[src/rtl/vagr_map.vh]
`ifndef VAGR_MAP_VH
`define VAGR_MAP_VH
// ==========================================================
// register indices (printed offsets are not all word multiples)
`define VAGR_IDX_INPUT_SETUP 8'h05
`define VAGR_IDX_RED_GAIN 8'h06
`define VAGR_IDX_GREEN_GAIN 8'h07
`define VAGR_IDX_BLUE_GAIN 8'h08
`define VAGR_IDX_RED_OFFSET 8'h09
`define VAGR_IDX_GREEN_OFFSET 8'h0a
`define VAGR_IDX_BLUE_OFFSET 8'h0b
`define VAGR_IDX_OFFSET_DAC 8'h0c
// ==========================================================
// reset values
`define VAGR_RST_INPUT_SETUP 8'h00
`define VAGR_RST_GAIN 8'h55
`define VAGR_RST_OFFSET 8'h80
`define VAGR_RST_OFFSET_DAC 8'h00
// ==========================================================
// input_setup fields
`define VAGR_BIT_CHAN_SEL 0
`define VAGR_BIT_DC_COUPLED 1
`define VAGR_BIT_YUV 2
`define VAGR_BIT_SYNC_COMPOSITE 3
`define VAGR_BIT_COMPOSITE_SYNC_SRC_HS 4
`define VAGR_BIT_COAST_CLAMP 5
// offset_dac_setup fields
`define VAGR_BIT_DAC_RANGE 0
`define VAGR_LSB_RED 2
`define VAGR_LSB_GREEN 4
`define VAGR_LSB_BLUE 6
// ==========================================================
// analog codes: clamp level select and black targets
`define VAGR_CLAMP_300MV 1'b0
`define VAGR_CLAMP_600MV 1'b1
`define VAGR_TARGET_ZERO 8'h00
`define VAGR_TARGET_MID 8'h80
`define VAGR_DIG_BIAS 8'h80
// ==========================================================
// write masks, reserved bits store zero
`define VAGR_MASK_INPUT_SETUP 8'h3f
`define VAGR_MASK_OFFSET_DAC 8'hfd
// derived output codes, vectors ordered {blue, green, red}
`define VAGR_SHIFT_RGB 3'b111
`define VAGR_SHIFT_YUV 3'b010
`define VAGR_DAC_MID 10'h200
`endif

[src/rtl/vagr_regs.v]
// Implementation choice: the AHB-Lite interface to the registers.
`timescale 1ns/1ps
`include "vagr_map.vh"
module vagr_regs (
   input wire ref_clk,
   input wire reset,
   input wire hsel,
   input wire [31:0] haddr,
   input wire [1:0] htrans,
   input wire hwrite,
   input wire [2:0] hsize,
   input wire [31:0] hwdata,
   input wire hready,
   output wire [31:0] hrdata,
   output wire hreadyout,
   output wire hresp,
   input wire auto_black_level,
   input wire pll_coast,
   input wire clamp_time,
   output wire second_input_set,
   output wire pos_to_clamp_dac,
   output wire neg_to_pad,
   output wire neg_to_clamp_dac,
   output wire analog_clamp_on,
   output wire [2:0] clamp_level_sel,
   output wire [2:0] half_shift_en,
   output wire [7:0] red_target,
   output wire [7:0] green_target,
   output wire [7:0] blue_target,
   output wire sync_from_sog,
   output wire composite_mode,
   output wire restore_active,
   output wire [7:0] red_gain,
   output wire [7:0] green_gain,
   output wire [7:0] blue_gain,
   output wire [9:0] red_dac,
   output wire [9:0] green_dac,
   output wire [9:0] blue_dac,
   output wire signed [8:0] red_dig_offset,
   output wire signed [8:0] green_dig_offset,
   output wire signed [8:0] blue_dig_offset,
   output wire dac_quarter_span
);
   // ==========================================================
   // helpers
   function [9:0] dac_code;
      input [7:0] hi;
      input [1:0] lo;
      begin
         dac_code = {hi, lo};
      end
   endfunction

   // offset register as a signed shift, 0x80 meaning zero
   function signed [8:0] dig_shift;
      input [7:0] code;
      begin
         dig_shift = $signed({1'b0, code}) - $signed({1'b0, `VAGR_DIG_BIAS});
      end
   endfunction

   // stored form of a written byte, reserved bits forced to zero
   function [7:0] wr_mask;
      input [7:0] sel;
      input [7:0] data;
      begin
         case (sel)
            `VAGR_IDX_INPUT_SETUP: wr_mask = data & `VAGR_MASK_INPUT_SETUP;
            `VAGR_IDX_OFFSET_DAC: wr_mask = data & `VAGR_MASK_OFFSET_DAC;
            default: wr_mask = data;
         endcase
      end
   endfunction

   // ==========================================================
   // bus slave: zero wait states, always OKAY
   reg [7:0] input_setup_q;
   reg [7:0] red_channel_gain_q;
   reg [7:0] green_channel_gain_q;
   reg [7:0] blue_channel_gain_q;
   reg [7:0] red_channel_offset_q;
   reg [7:0] green_channel_offset_q;
   reg [7:0] blue_channel_offset_q;
   reg [7:0] offset_dac_setup_q;
   reg wr_pend_q;
   reg [7:0] wr_idx_q;
   reg [7:0] rd_data_q;
   reg [7:0] rd_data_d;
   wire take;
   wire [7:0] idx;
   wire [7:0] wr_val;

   assign take = hsel & hready & htrans[1];
   assign wr_val = wr_mask(wr_idx_q, hwdata[7:0]);
   assign idx = haddr[9:2];
   assign hreadyout = 1'b1;
   assign hresp = 1'b0;
   assign hrdata = {24'h000000, rd_data_q};

   always @* begin
      case (idx)
         `VAGR_IDX_INPUT_SETUP: rd_data_d = input_setup_q;
         `VAGR_IDX_RED_GAIN: rd_data_d = red_channel_gain_q;
         `VAGR_IDX_GREEN_GAIN: rd_data_d = green_channel_gain_q;
         `VAGR_IDX_BLUE_GAIN: rd_data_d = blue_channel_gain_q;
         `VAGR_IDX_RED_OFFSET: rd_data_d = red_channel_offset_q;
         `VAGR_IDX_GREEN_OFFSET: rd_data_d = green_channel_offset_q;
         `VAGR_IDX_BLUE_OFFSET: rd_data_d = blue_channel_offset_q;
         `VAGR_IDX_OFFSET_DAC: rd_data_d = offset_dac_setup_q;
         default: rd_data_d = 8'h00;
      endcase
      // a write still in its data phase is forwarded, so an overlapped read sees it
      if (wr_pend_q && (wr_idx_q == idx) && (idx >= `VAGR_IDX_INPUT_SETUP)
          && (idx <= `VAGR_IDX_OFFSET_DAC)) begin
         rd_data_d = wr_val;
      end
   end

   always @(posedge ref_clk) begin
      if (reset) begin
         wr_pend_q <= 1'b0;
         wr_idx_q <= 8'h00;
         rd_data_q <= 8'h00;
      end else begin
         wr_pend_q <= take & hwrite;
         if (take) begin
            wr_idx_q <= idx;
         end
         if (take & ~hwrite) begin
            rd_data_q <= rd_data_d;
         end
      end
   end

   // ==========================================================
   // register bank; written in the data phase
   always @(posedge ref_clk) begin
      if (reset) begin
         input_setup_q <= `VAGR_RST_INPUT_SETUP;
         red_channel_gain_q <= `VAGR_RST_GAIN;
         green_channel_gain_q <= `VAGR_RST_GAIN;
         blue_channel_gain_q <= `VAGR_RST_GAIN;
         red_channel_offset_q <= `VAGR_RST_OFFSET;
         green_channel_offset_q <= `VAGR_RST_OFFSET;
         blue_channel_offset_q <= `VAGR_RST_OFFSET;
         offset_dac_setup_q <= `VAGR_RST_OFFSET_DAC;
      end else if (wr_pend_q) begin
         case (wr_idx_q)
            `VAGR_IDX_INPUT_SETUP: input_setup_q <= wr_val;
            `VAGR_IDX_RED_GAIN: red_channel_gain_q <= wr_val;
            `VAGR_IDX_GREEN_GAIN: green_channel_gain_q <= wr_val;
            `VAGR_IDX_BLUE_GAIN: blue_channel_gain_q <= wr_val;
            `VAGR_IDX_RED_OFFSET: red_channel_offset_q <= wr_val;
            `VAGR_IDX_GREEN_OFFSET: green_channel_offset_q <= wr_val;
            `VAGR_IDX_BLUE_OFFSET: blue_channel_offset_q <= wr_val;
            `VAGR_IDX_OFFSET_DAC: offset_dac_setup_q <= wr_val;
            default: begin
            end
         endcase
      end
   end

   // ==========================================================
   // decoded controls; data outputs come from flops
   wire dc_mode;
   wire yuv_mode;
   wire coast_hold;
   wire [7:0] dsel;
   assign dc_mode = input_setup_q[`VAGR_BIT_DC_COUPLED];
   assign yuv_mode = input_setup_q[`VAGR_BIT_YUV];
   assign dsel = offset_dac_setup_q;
   // pause clamping while coasting unless told to continue
   assign coast_hold = pll_coast & ~input_setup_q[`VAGR_BIT_COAST_CLAMP];

   reg second_input_set_d;
   reg pos_to_clamp_dac_d;
   reg neg_to_pad_d;
   reg neg_to_clamp_dac_d;
   reg analog_clamp_on_d;
   reg [2:0] clamp_level_sel_d;
   reg [2:0] half_shift_en_d;
   reg [7:0] red_target_d;
   reg [7:0] green_target_d;
   reg [7:0] blue_target_d;
   reg sync_from_sog_d;
   reg composite_mode_d;
   reg restore_active_d;
   reg [7:0] red_gain_d;
   reg [7:0] green_gain_d;
   reg [7:0] blue_gain_d;
   reg [9:0] red_dac_d;
   reg [9:0] green_dac_d;
   reg [9:0] blue_dac_d;
   reg signed [8:0] red_dig_offset_d;
   reg signed [8:0] green_dig_offset_d;
   reg signed [8:0] blue_dig_offset_d;
   reg dac_quarter_span_d;

   reg second_input_set_q;
   reg pos_to_clamp_dac_q;
   reg neg_to_pad_q;
   reg neg_to_clamp_dac_q;
   reg analog_clamp_on_q;
   reg [2:0] clamp_level_sel_q;
   reg [2:0] half_shift_en_q;
   reg [7:0] red_target_q;
   reg [7:0] green_target_q;
   reg [7:0] blue_target_q;
   reg sync_from_sog_q;
   reg composite_mode_q;
   reg restore_active_q;
   reg [7:0] red_gain_q;
   reg [7:0] green_gain_q;
   reg [7:0] blue_gain_q;
   reg [9:0] red_dac_q;
   reg [9:0] green_dac_q;
   reg [9:0] blue_dac_q;
   reg signed [8:0] red_dig_offset_q;
   reg signed [8:0] green_dig_offset_q;
   reg signed [8:0] blue_dig_offset_q;
   reg dac_quarter_span_q;

   assign second_input_set = second_input_set_q;
   assign pos_to_clamp_dac = pos_to_clamp_dac_q;
   assign neg_to_pad = neg_to_pad_q;
   assign neg_to_clamp_dac = neg_to_clamp_dac_q;
   assign analog_clamp_on = analog_clamp_on_q;
   assign clamp_level_sel = clamp_level_sel_q;
   assign half_shift_en = half_shift_en_q;
   assign red_target = red_target_q;
   assign green_target = green_target_q;
   assign blue_target = blue_target_q;
   assign sync_from_sog = sync_from_sog_q;
   assign composite_mode = composite_mode_q;
   assign restore_active = restore_active_q;
   assign red_gain = red_gain_q;
   assign green_gain = green_gain_q;
   assign blue_gain = blue_gain_q;
   assign red_dac = red_dac_q;
   assign green_dac = green_dac_q;
   assign blue_dac = blue_dac_q;
   assign red_dig_offset = red_dig_offset_q;
   assign green_dig_offset = green_dig_offset_q;
   assign blue_dig_offset = blue_dig_offset_q;
   assign dac_quarter_span = dac_quarter_span_q;

   // ==========================================================
   // input routing and coupling
   always @* begin
      second_input_set_d = input_setup_q[`VAGR_BIT_CHAN_SEL];
      pos_to_clamp_dac_d = ~dc_mode & clamp_time & ~coast_hold;
      neg_to_pad_d = dc_mode;
      neg_to_clamp_dac_d = ~dc_mode;
      analog_clamp_on_d = ~dc_mode & ~coast_hold;
   end

   // ==========================================================
   // colour space, vectors ordered {blue, green, red}
   always @* begin
      clamp_level_sel_d = {3{`VAGR_CLAMP_300MV}};
      half_shift_en_d = `VAGR_SHIFT_RGB;
      red_target_d = `VAGR_TARGET_ZERO;
      green_target_d = `VAGR_TARGET_ZERO;
      blue_target_d = `VAGR_TARGET_ZERO;
      if (yuv_mode) begin
         clamp_level_sel_d = {`VAGR_CLAMP_600MV, `VAGR_CLAMP_300MV, `VAGR_CLAMP_600MV};
         half_shift_en_d = `VAGR_SHIFT_YUV;
         red_target_d = `VAGR_TARGET_MID;
         blue_target_d = `VAGR_TARGET_MID;
      end
   end

   // ==========================================================
   // sync selection and coast behaviour
   always @* begin
      composite_mode_d = input_setup_q[`VAGR_BIT_SYNC_COMPOSITE];
      // separate sync always takes the horizontal input
      sync_from_sog_d = input_setup_q[`VAGR_BIT_SYNC_COMPOSITE]
                        & ~input_setup_q[`VAGR_BIT_COMPOSITE_SYNC_SRC_HS];
      restore_active_d = ~coast_hold;
   end

   // ==========================================================
   // gain and offset
   always @* begin
      // gain codes only; the analog side maps 0.5 + code/170
      red_gain_d = red_channel_gain_q;
      green_gain_d = green_channel_gain_q;
      blue_gain_d = blue_channel_gain_q;
      dac_quarter_span_d = dsel[`VAGR_BIT_DAC_RANGE];
      // auto black level owns the offset, analog dac parked at mid scale
      red_dac_d = `VAGR_DAC_MID;
      green_dac_d = `VAGR_DAC_MID;
      blue_dac_d = `VAGR_DAC_MID;
      red_dig_offset_d = dig_shift(red_channel_offset_q);
      green_dig_offset_d = dig_shift(green_channel_offset_q);
      blue_dig_offset_d = dig_shift(blue_channel_offset_q);
      if (!auto_black_level) begin
         red_dac_d = dac_code(red_channel_offset_q, dsel[`VAGR_LSB_RED +: 2]);
         green_dac_d = dac_code(green_channel_offset_q, dsel[`VAGR_LSB_GREEN +: 2]);
         blue_dac_d = dac_code(blue_channel_offset_q, dsel[`VAGR_LSB_BLUE +: 2]);
         red_dig_offset_d = 9'sd0;
         green_dig_offset_d = 9'sd0;
         blue_dig_offset_d = 9'sd0;
      end
   end

   // ==========================================================
   // output flops, one cycle behind the registers
   always @(posedge ref_clk) begin
      if (reset) begin
         second_input_set_q <= 1'b0;
         pos_to_clamp_dac_q <= 1'b0;
         neg_to_pad_q <= 1'b0;
         neg_to_clamp_dac_q <= 1'b1;
         analog_clamp_on_q <= 1'b0;
         clamp_level_sel_q <= {3{`VAGR_CLAMP_300MV}};
         half_shift_en_q <= `VAGR_SHIFT_RGB;
         red_target_q <= `VAGR_TARGET_ZERO;
         green_target_q <= `VAGR_TARGET_ZERO;
         blue_target_q <= `VAGR_TARGET_ZERO;
         sync_from_sog_q <= 1'b0;
         composite_mode_q <= 1'b0;
         restore_active_q <= 1'b1;
         red_gain_q <= `VAGR_RST_GAIN;
         green_gain_q <= `VAGR_RST_GAIN;
         blue_gain_q <= `VAGR_RST_GAIN;
         red_dac_q <= `VAGR_DAC_MID;
         green_dac_q <= `VAGR_DAC_MID;
         blue_dac_q <= `VAGR_DAC_MID;
         red_dig_offset_q <= 9'sd0;
         green_dig_offset_q <= 9'sd0;
         blue_dig_offset_q <= 9'sd0;
         dac_quarter_span_q <= 1'b0;
      end else begin
         second_input_set_q <= second_input_set_d;
         pos_to_clamp_dac_q <= pos_to_clamp_dac_d;
         neg_to_pad_q <= neg_to_pad_d;
         neg_to_clamp_dac_q <= neg_to_clamp_dac_d;
         analog_clamp_on_q <= analog_clamp_on_d;
         clamp_level_sel_q <= clamp_level_sel_d;
         half_shift_en_q <= half_shift_en_d;
         red_target_q <= red_target_d;
         green_target_q <= green_target_d;
         blue_target_q <= blue_target_d;
         sync_from_sog_q <= sync_from_sog_d;
         composite_mode_q <= composite_mode_d;
         restore_active_q <= restore_active_d;
         red_gain_q <= red_gain_d;
         green_gain_q <= green_gain_d;
         blue_gain_q <= blue_gain_d;
         red_dac_q <= red_dac_d;
         green_dac_q <= green_dac_d;
         blue_dac_q <= blue_dac_d;
         red_dig_offset_q <= red_dig_offset_d;
         green_dig_offset_q <= green_dig_offset_d;
         blue_dig_offset_q <= blue_dig_offset_d;
         dac_quarter_span_q <= dac_quarter_span_d;
      end
   end
endmodule // vagr_regs

[config.mk]
export PLATFORM = sky130hd
export DESIGN_NAME = vagr_regs
export DESIGN_NICKNAME = d
export VERILOG_FILES = /design/src/rtl/vagr_regs.v
export VERILOG_INCLUDE_DIRS = /design/src /design/src/rtl
export SDC_FILE = /design/constraint.sdc
export NUM_CORES = 1
export LEC_CHECK = 0
export BUFFER_PORTS_ARGS = -buffer_cell sky130_fd_sc_hd__clkbuf_2
export CAP_MARGIN = 20
export CORE_MARGIN = 2
export CORE_UTILIZATION = 54
export DETAILED_ROUTE_END_ITERATION = 8
export PLACE_DENSITY_LB_ADDON = 0.08
export SLEW_MARGIN = 20
export SYNTH_ARGS = -nofsm -noshare
export SYNTH_HDL_FRONTEND = slang
export SYNTH_SLANG_ARGS = --single-unit
[constraint.sdc]
create_clock -name ref_clk -period 3.5 [get_ports ref_clk]
set_input_delay 0.175 -clock ref_clk [delete_from_list [all_inputs] [get_ports ref_clk]]
set_output_delay 0.175 -clock ref_clk [all_outputs]
set_load 0.1 [all_outputs]
Word level (Yosys, flattened, before mapping)
Index checks and enable logic that the tools add are counted.
{"block": "op_classes", "n_addsub": 3, "order_cmp": 2, "eq_ne": 17, "mux": 6, "bitwise": 15, "reduce_logical": 13}
{"operator": "equality test 8 x 4 -> 1 bit (second input constant)", "count": 10}
{"operator": "one-hot mux 8 bit (8 select lines)", "count": 1}
{"operator": "equality test 8 x 3 -> 1 bit (second input constant)", "count": 6}
{"operator": "subtractor 8 x 8 -> 9 bit (second input constant)", "count": 3}
{"operator": "two-way mux 8 bit", "count": 2}
{"operator": "one-hot mux 8 bit (2 select lines)", "count": 1}
{"operator": "AND reduction 2 bit", "count": 8}
{"operator": "AND 1 bit", "count": 9}
{"operator": "equality test 8 bit", "count": 1}
{"operator": ">= comparator 8 x 3 -> 1 bit (second input constant)", "count": 1}
{"operator": "<= comparator 8 x 4 -> 1 bit (second input constant)", "count": 1}
{"operator": "two-way mux 3 bit", "count": 2}
{"operator": "NOT 1 bit", "count": 6}
{"operator": "OR reduction 2 bit", "count": 2}
{"operator": "logical AND 1 bit", "count": 3}
{"block": "word_totals", "ff_bits": 185, "in_bits": 77, "out_inout_bits": 154, "elab_cells": 88}

Depth between registers and ports, before layout
{"block": "depth", "depth_word": 5, "depth_mapped": 7, "depth_no_buf": 5}

Least setup slack after synthesis
Ideal clock, no wire load.
{"block": "synth_timing", "kind": "register to register", "start": "reg, netlist name rd_data_q[6]", "end": "reg rd_data_q[6]", "setup_time_ps": 85, "arrival_ps": 1577, "t_required_ps": 3415, "setup_slack_ps": 1838, "path_stages_with_launch": 5, "period_less_slack_ps": 1662, "path_cell_list": "dfxtp_1 > o21ai_0 > nor2b_1 > a31oi_1 > o31ai_2"}
{"element": "end signal: assignment", "line": "vagr_regs.v:130", "rtl": "rd_data_q <= rd_data_d;"}
{"element": "end: declaration", "line": "vagr_regs.v:87", "rtl": "reg [7:0] rd_data_q;"}

Final worst setup path
{"block": "layout_timing", "start": "reg wr_idx_q[4]", "end": "reg blue_channel_offset_q[5]"}
{"block": "layout_between", "elab_chain_len": 2}
{"element": "start: declaration", "line": "vagr_regs.v:86", "rtl": "reg [7:0] wr_idx_q;"}
{"element": "start signal: assignment", "line": "vagr_regs.v:127", "rtl": "wr_idx_q <= idx;"}
{"element": "equality test 8 x 4 -> 1 bit", "line": "vagr_regs.v:148", "rtl": "case (wr_idx_q)"}
{"element": "AND reduction 2 bit (no source line)"}
{"element": "end signal: assignment", "line": "vagr_regs.v:145", "rtl": "blue_channel_offset_q <= `VAGR_RST_OFFSET;"}
{"element": "end signal: assignment", "line": "vagr_regs.v:155", "rtl": "`VAGR_IDX_BLUE_OFFSET: blue_channel_offset_q <= wr_val;"}
{"element": "end: declaration", "line": "vagr_regs.v:83", "rtl": "reg [7:0] blue_channel_offset_q;"}
Every way passes these cells.
A chain may end at the register's enable or synchronous reset.

==> results.md <==
* First-pass GRT wire length at 24290 microns
* Max-slew violations at 0
* Post-CTS Setup Bufs at 0
* Nets@finish at 849
* Largest delay share family, worst path: simple AND/OR/NAND/NOR gates
* Main combinational cell family by area after synthesis: simple AND/OR/NAND/NOR gates
* GRT Util Overall at 0.2454
* Cell Chain, Critical Path: nor3_2 > and4b_1 > nand4b_1 > mux2i_1 > nor2_1
* Tmin final at ~2.1 ns
* Initial antenna violation count at 0
* Post-CTS Hold Buffers at 5
* CTS tree: done
* Post_cts resized at 0
* CP endpoint: blue_channel_offset_q[5]$_SDFFE_PP0P_
* Power Total at around 0.0045 W
* Crit Path Class: register to register
* CTS Buf Count at 17
* Combinational share of power at 0.096
* Cell count after synthesis at roughly 670
* Clk buf depth at 2
* Final Skew at 0.007304 ns
* Maxcap violations at 0
* Final Hold Vio Count at 0
* Mean Syn Cell Area at 9.976 sq um
* Initial Util at 0.5533
* Core area at ~12000 sq um
* Yosys reg bits at 170
* IO Port Bufs at 128
* PwrDens at about 570 nW/um^2
* CP Capture Type: register
* Most frequent cells in the layout: dfxtp_1 (170), clkbuf_2 (128), mux2i_1 (66)
* Switching Power at roughly 0.0011 W
* Pleak at ~3.5 nW
* Tightest Hold Check Type: primary input to register
* Overflow after GRT at 0
* Die H at 115.2 microns
* Mux cell area share after synthesis at 0.1142
* Sink Count at 170
* Via/cell ratio at 5.094
* Fin crit share at 0.6088
* Number of flops mapped to enable cells by yosys at 0
* Placed cells at 916
* Sequential-to-total area share from yosys stat at 0.5099
* Largest net degree at the start of global routing at 66
* Worst Path Required at 3.78 ns
* Die Area at between 10000 and 15000 sq um
* FF-to-FF Start: wr_idx_q[4]$_SDFFE_PP0P_
* 1st-iter DRT viols at around 250
* Hold slack at ~0.026 ns
* Worst slew margin at 0.4193
* IO Count at roughly 230
* Synth unique cells at 54
* Routed WL per cell at between 15 and 20 microns
* Actual slew at the worst max-slew pin at roughly 0.87 ns
* Clock Tree Root: clkbuf_16
* Synth Area in XOR/XNOR at 0.005249
* Reg-to-reg critical path endpoint: blue_channel_offset_q[5]$_SDFFE_PP0P_
* H-tree Lvls at 4
* DRC violations left at 0
* Worst-path cell with the longest stage delay: nand4b_1
* Pre-antenna DRT Iters at 5
* Top_reg_cell synth: dfxtp_1
* Post-synthesis instance area at ~6700 sq um
* Switching part of the total at 0.2480
* DP HPWL at about 11000 microns
* Synth warn at 0
* Int Power at 0.003352 W
* Antenna cells at 0
* P&R area growth vs syn at 17.29%
* Share of layout cells above drive strength 1 at 0.2522
* Clock slew at reported path FFs at around 0.060 ns
* Vias in the first global route at approximately 4.5k
* R2R cell count at 5
* ANT nets after route at 0
* F_max at 0.4693 GHz
* Unrepaired setup endpoints after global routing: no
* Crit Path Max Fanout at 9
* Routed WL at about 16000 microns
* Critical path data arrival time at between 2 and 2.5 ns
* CP bufs+invs at 0
* Commonest non-fill, non-tap cell in the layout: dfxtp_1
* R2r setup slk at around 1.4 ns
* Asr flop ratio synth at 0
* Synth Area in Compound Gates at 0.07762
* Via count at between 4k and 5k
* Die width at 115.2 microns
* Fillcell total at 1005
* Run status: finished, final reports clean
* Setup violators final at 0
* Simple-Gate Fraction of Synth Area at 0.1939
* Rows at 40
* Reg power frac at 0.437
* GPL Wtd Cong at 0.9129
* Peak supply drop at around 0.26 mV
* Worst-Skew Late Latency at roughly 0.42 ns
* Area share of fa/ha/maj cells after synthesis at 0
* Crit path launch type: register
* Cell Count, Final, Fillers Out at 953
* Setup Total Neg Slack at 0 ns
* Clk network pwr share at 0.467
* Crit-path max cell delay at around 0.65 ns
* Setup crit start: wr_idx_q[4]$_SDFFE_PP0P_
* Stages on worst setup path at 5
-- worst register-to-register path, stage by stage, from the launching register on --
cell and delay [ns]:
dfxtp_1 0.33, nor3_2 0.23, and4b_1 0.34, nand4b_1 0.65, mux2i_1 0.37, nor2_1 0.06
-- through the flow --
step | instance area (sq um) | worst slack (ns) | utilization
2_1_floorplan | 6854 | 1.838 | -
3_3_place_gp | 7099 | 1.357 | 0.5886
3_5_place_dp | 7108 | 1.370 | 0.5893
4_1_cts | 7825 | 1.343 | 0.6488
5_1_grt | 7828 | 1.217 | 0.6490
6_report | 7828 | 1.369 | 0.6490
-- cell type report --
| type | count | area (sq um) | share of cell area |
|---|---|---|---|
| Clock buffer | 20 | 446.7 | 0.05707 |
| Inverter | 7 | 26.28 | 0.003357 |
| Clock inverter | 12 | 220.2 | 0.02813 |
| Tap cell | 168 | 210.2 | 0.02685 |
| Multi-Input combinational cell | 440 | 2808 | 0.3587 |
| Timing Repair Buffer | 136 | 713.2 | 0.09111 |
| Sequential cell | 170 | 3403 | 0.4348 |
-- cell usage after synthesis (3+ instances only) --
cell	instances	area, sq um
dfxtp_1	170	3403
nor3b_1	4	30.03
o32ai_1	3	26.28
nand4_1	4	25.02
mux2i_1	66	660.6
buf_2	9	45.04
nand3_1	4	20.02
a31oi_1	5	31.28
buf_4	60	450.4
nand2b_1	4	25.02
and3_1	5	31.28
o21ai_0	13	65.06
inv_1	6	22.52
a22oi_1	15	112.6
nor2b_1	24	150.1
nor2_1	63	236.5
mux4_2	3	67.56
mux2_2	3	33.78
o211ai_1	7	52.55
o22ai_1	4	25.02
or2_2	13	81.33
a41oi_1	4	35.03
a21oi_1	10	50.05
or3_1	3	18.77
and2_1	51	319.1
o31ai_2	4	50.05
xnor2_1	4	35.03
nand2_1	50	187.7
clkbuf_1	28	105.1
-- per-layer routing --
layer / up-vias / global-route usage / wire length (microns)
met4: 0 / 0.1229 / 506
li1: 2349 / - / -
met5: - / 0 / 0
met3: 33 / 0.05061 / 909
met1: 2286 / 0.3066 / 6798
met2: 187 / 0.4039 / 7780
-- power by group through the flow --
stage | logic [W] | registers [W] | clock network [W]
after global placement | 0.000415 | 0.00199 | 0
after CTS | 0.000424 | 0.00195 | 0.00211
after global routing | 0.000444 | 0.00195 | 0.00219
after floorplan | 0.000385 | 0.00202 | 0
after detailed placement | 0.000419 | 0.00199 | 0
final | 0.000427 | 0.00195 | 0.00208
-- worst min-delay path by stage --
stage / endpoint / cells after the start / slack (ns) / start
2_1_floorplan: blue_dac[9]$_SDFF_PP1_ / 1 / 0.28 / auto_black_level
3_3_place_gp: pos_to_clamp_dac$_SDFF_PP0_ / 2 / 0.38 / clamp_time
3_5_place_dp: pos_to_clamp_dac$_SDFF_PP0_ / 2 / 0.39 / clamp_time
4_1_cts: wr_idx_q[7]$_SDFFE_PP0P_ / 3 / 0.006 / haddr[9]
5_1_grt: wr_pend_q$_SDFF_PP0_ / 2 / 0.03 / hwrite
6_report: wr_idx_q[7]$_SDFFE_PP0P_ / 3 / 0.03 / haddr[9]
-- logic make-up after synthesis --
group,after synthesis
buffers and inverters,107
AOI/OAI and AO/OA,71
and+or+nand+nor,243
xor gates and xnor gates,4
DFF,170
muxes,72
other,2
(Power assumes the default switching activity.)
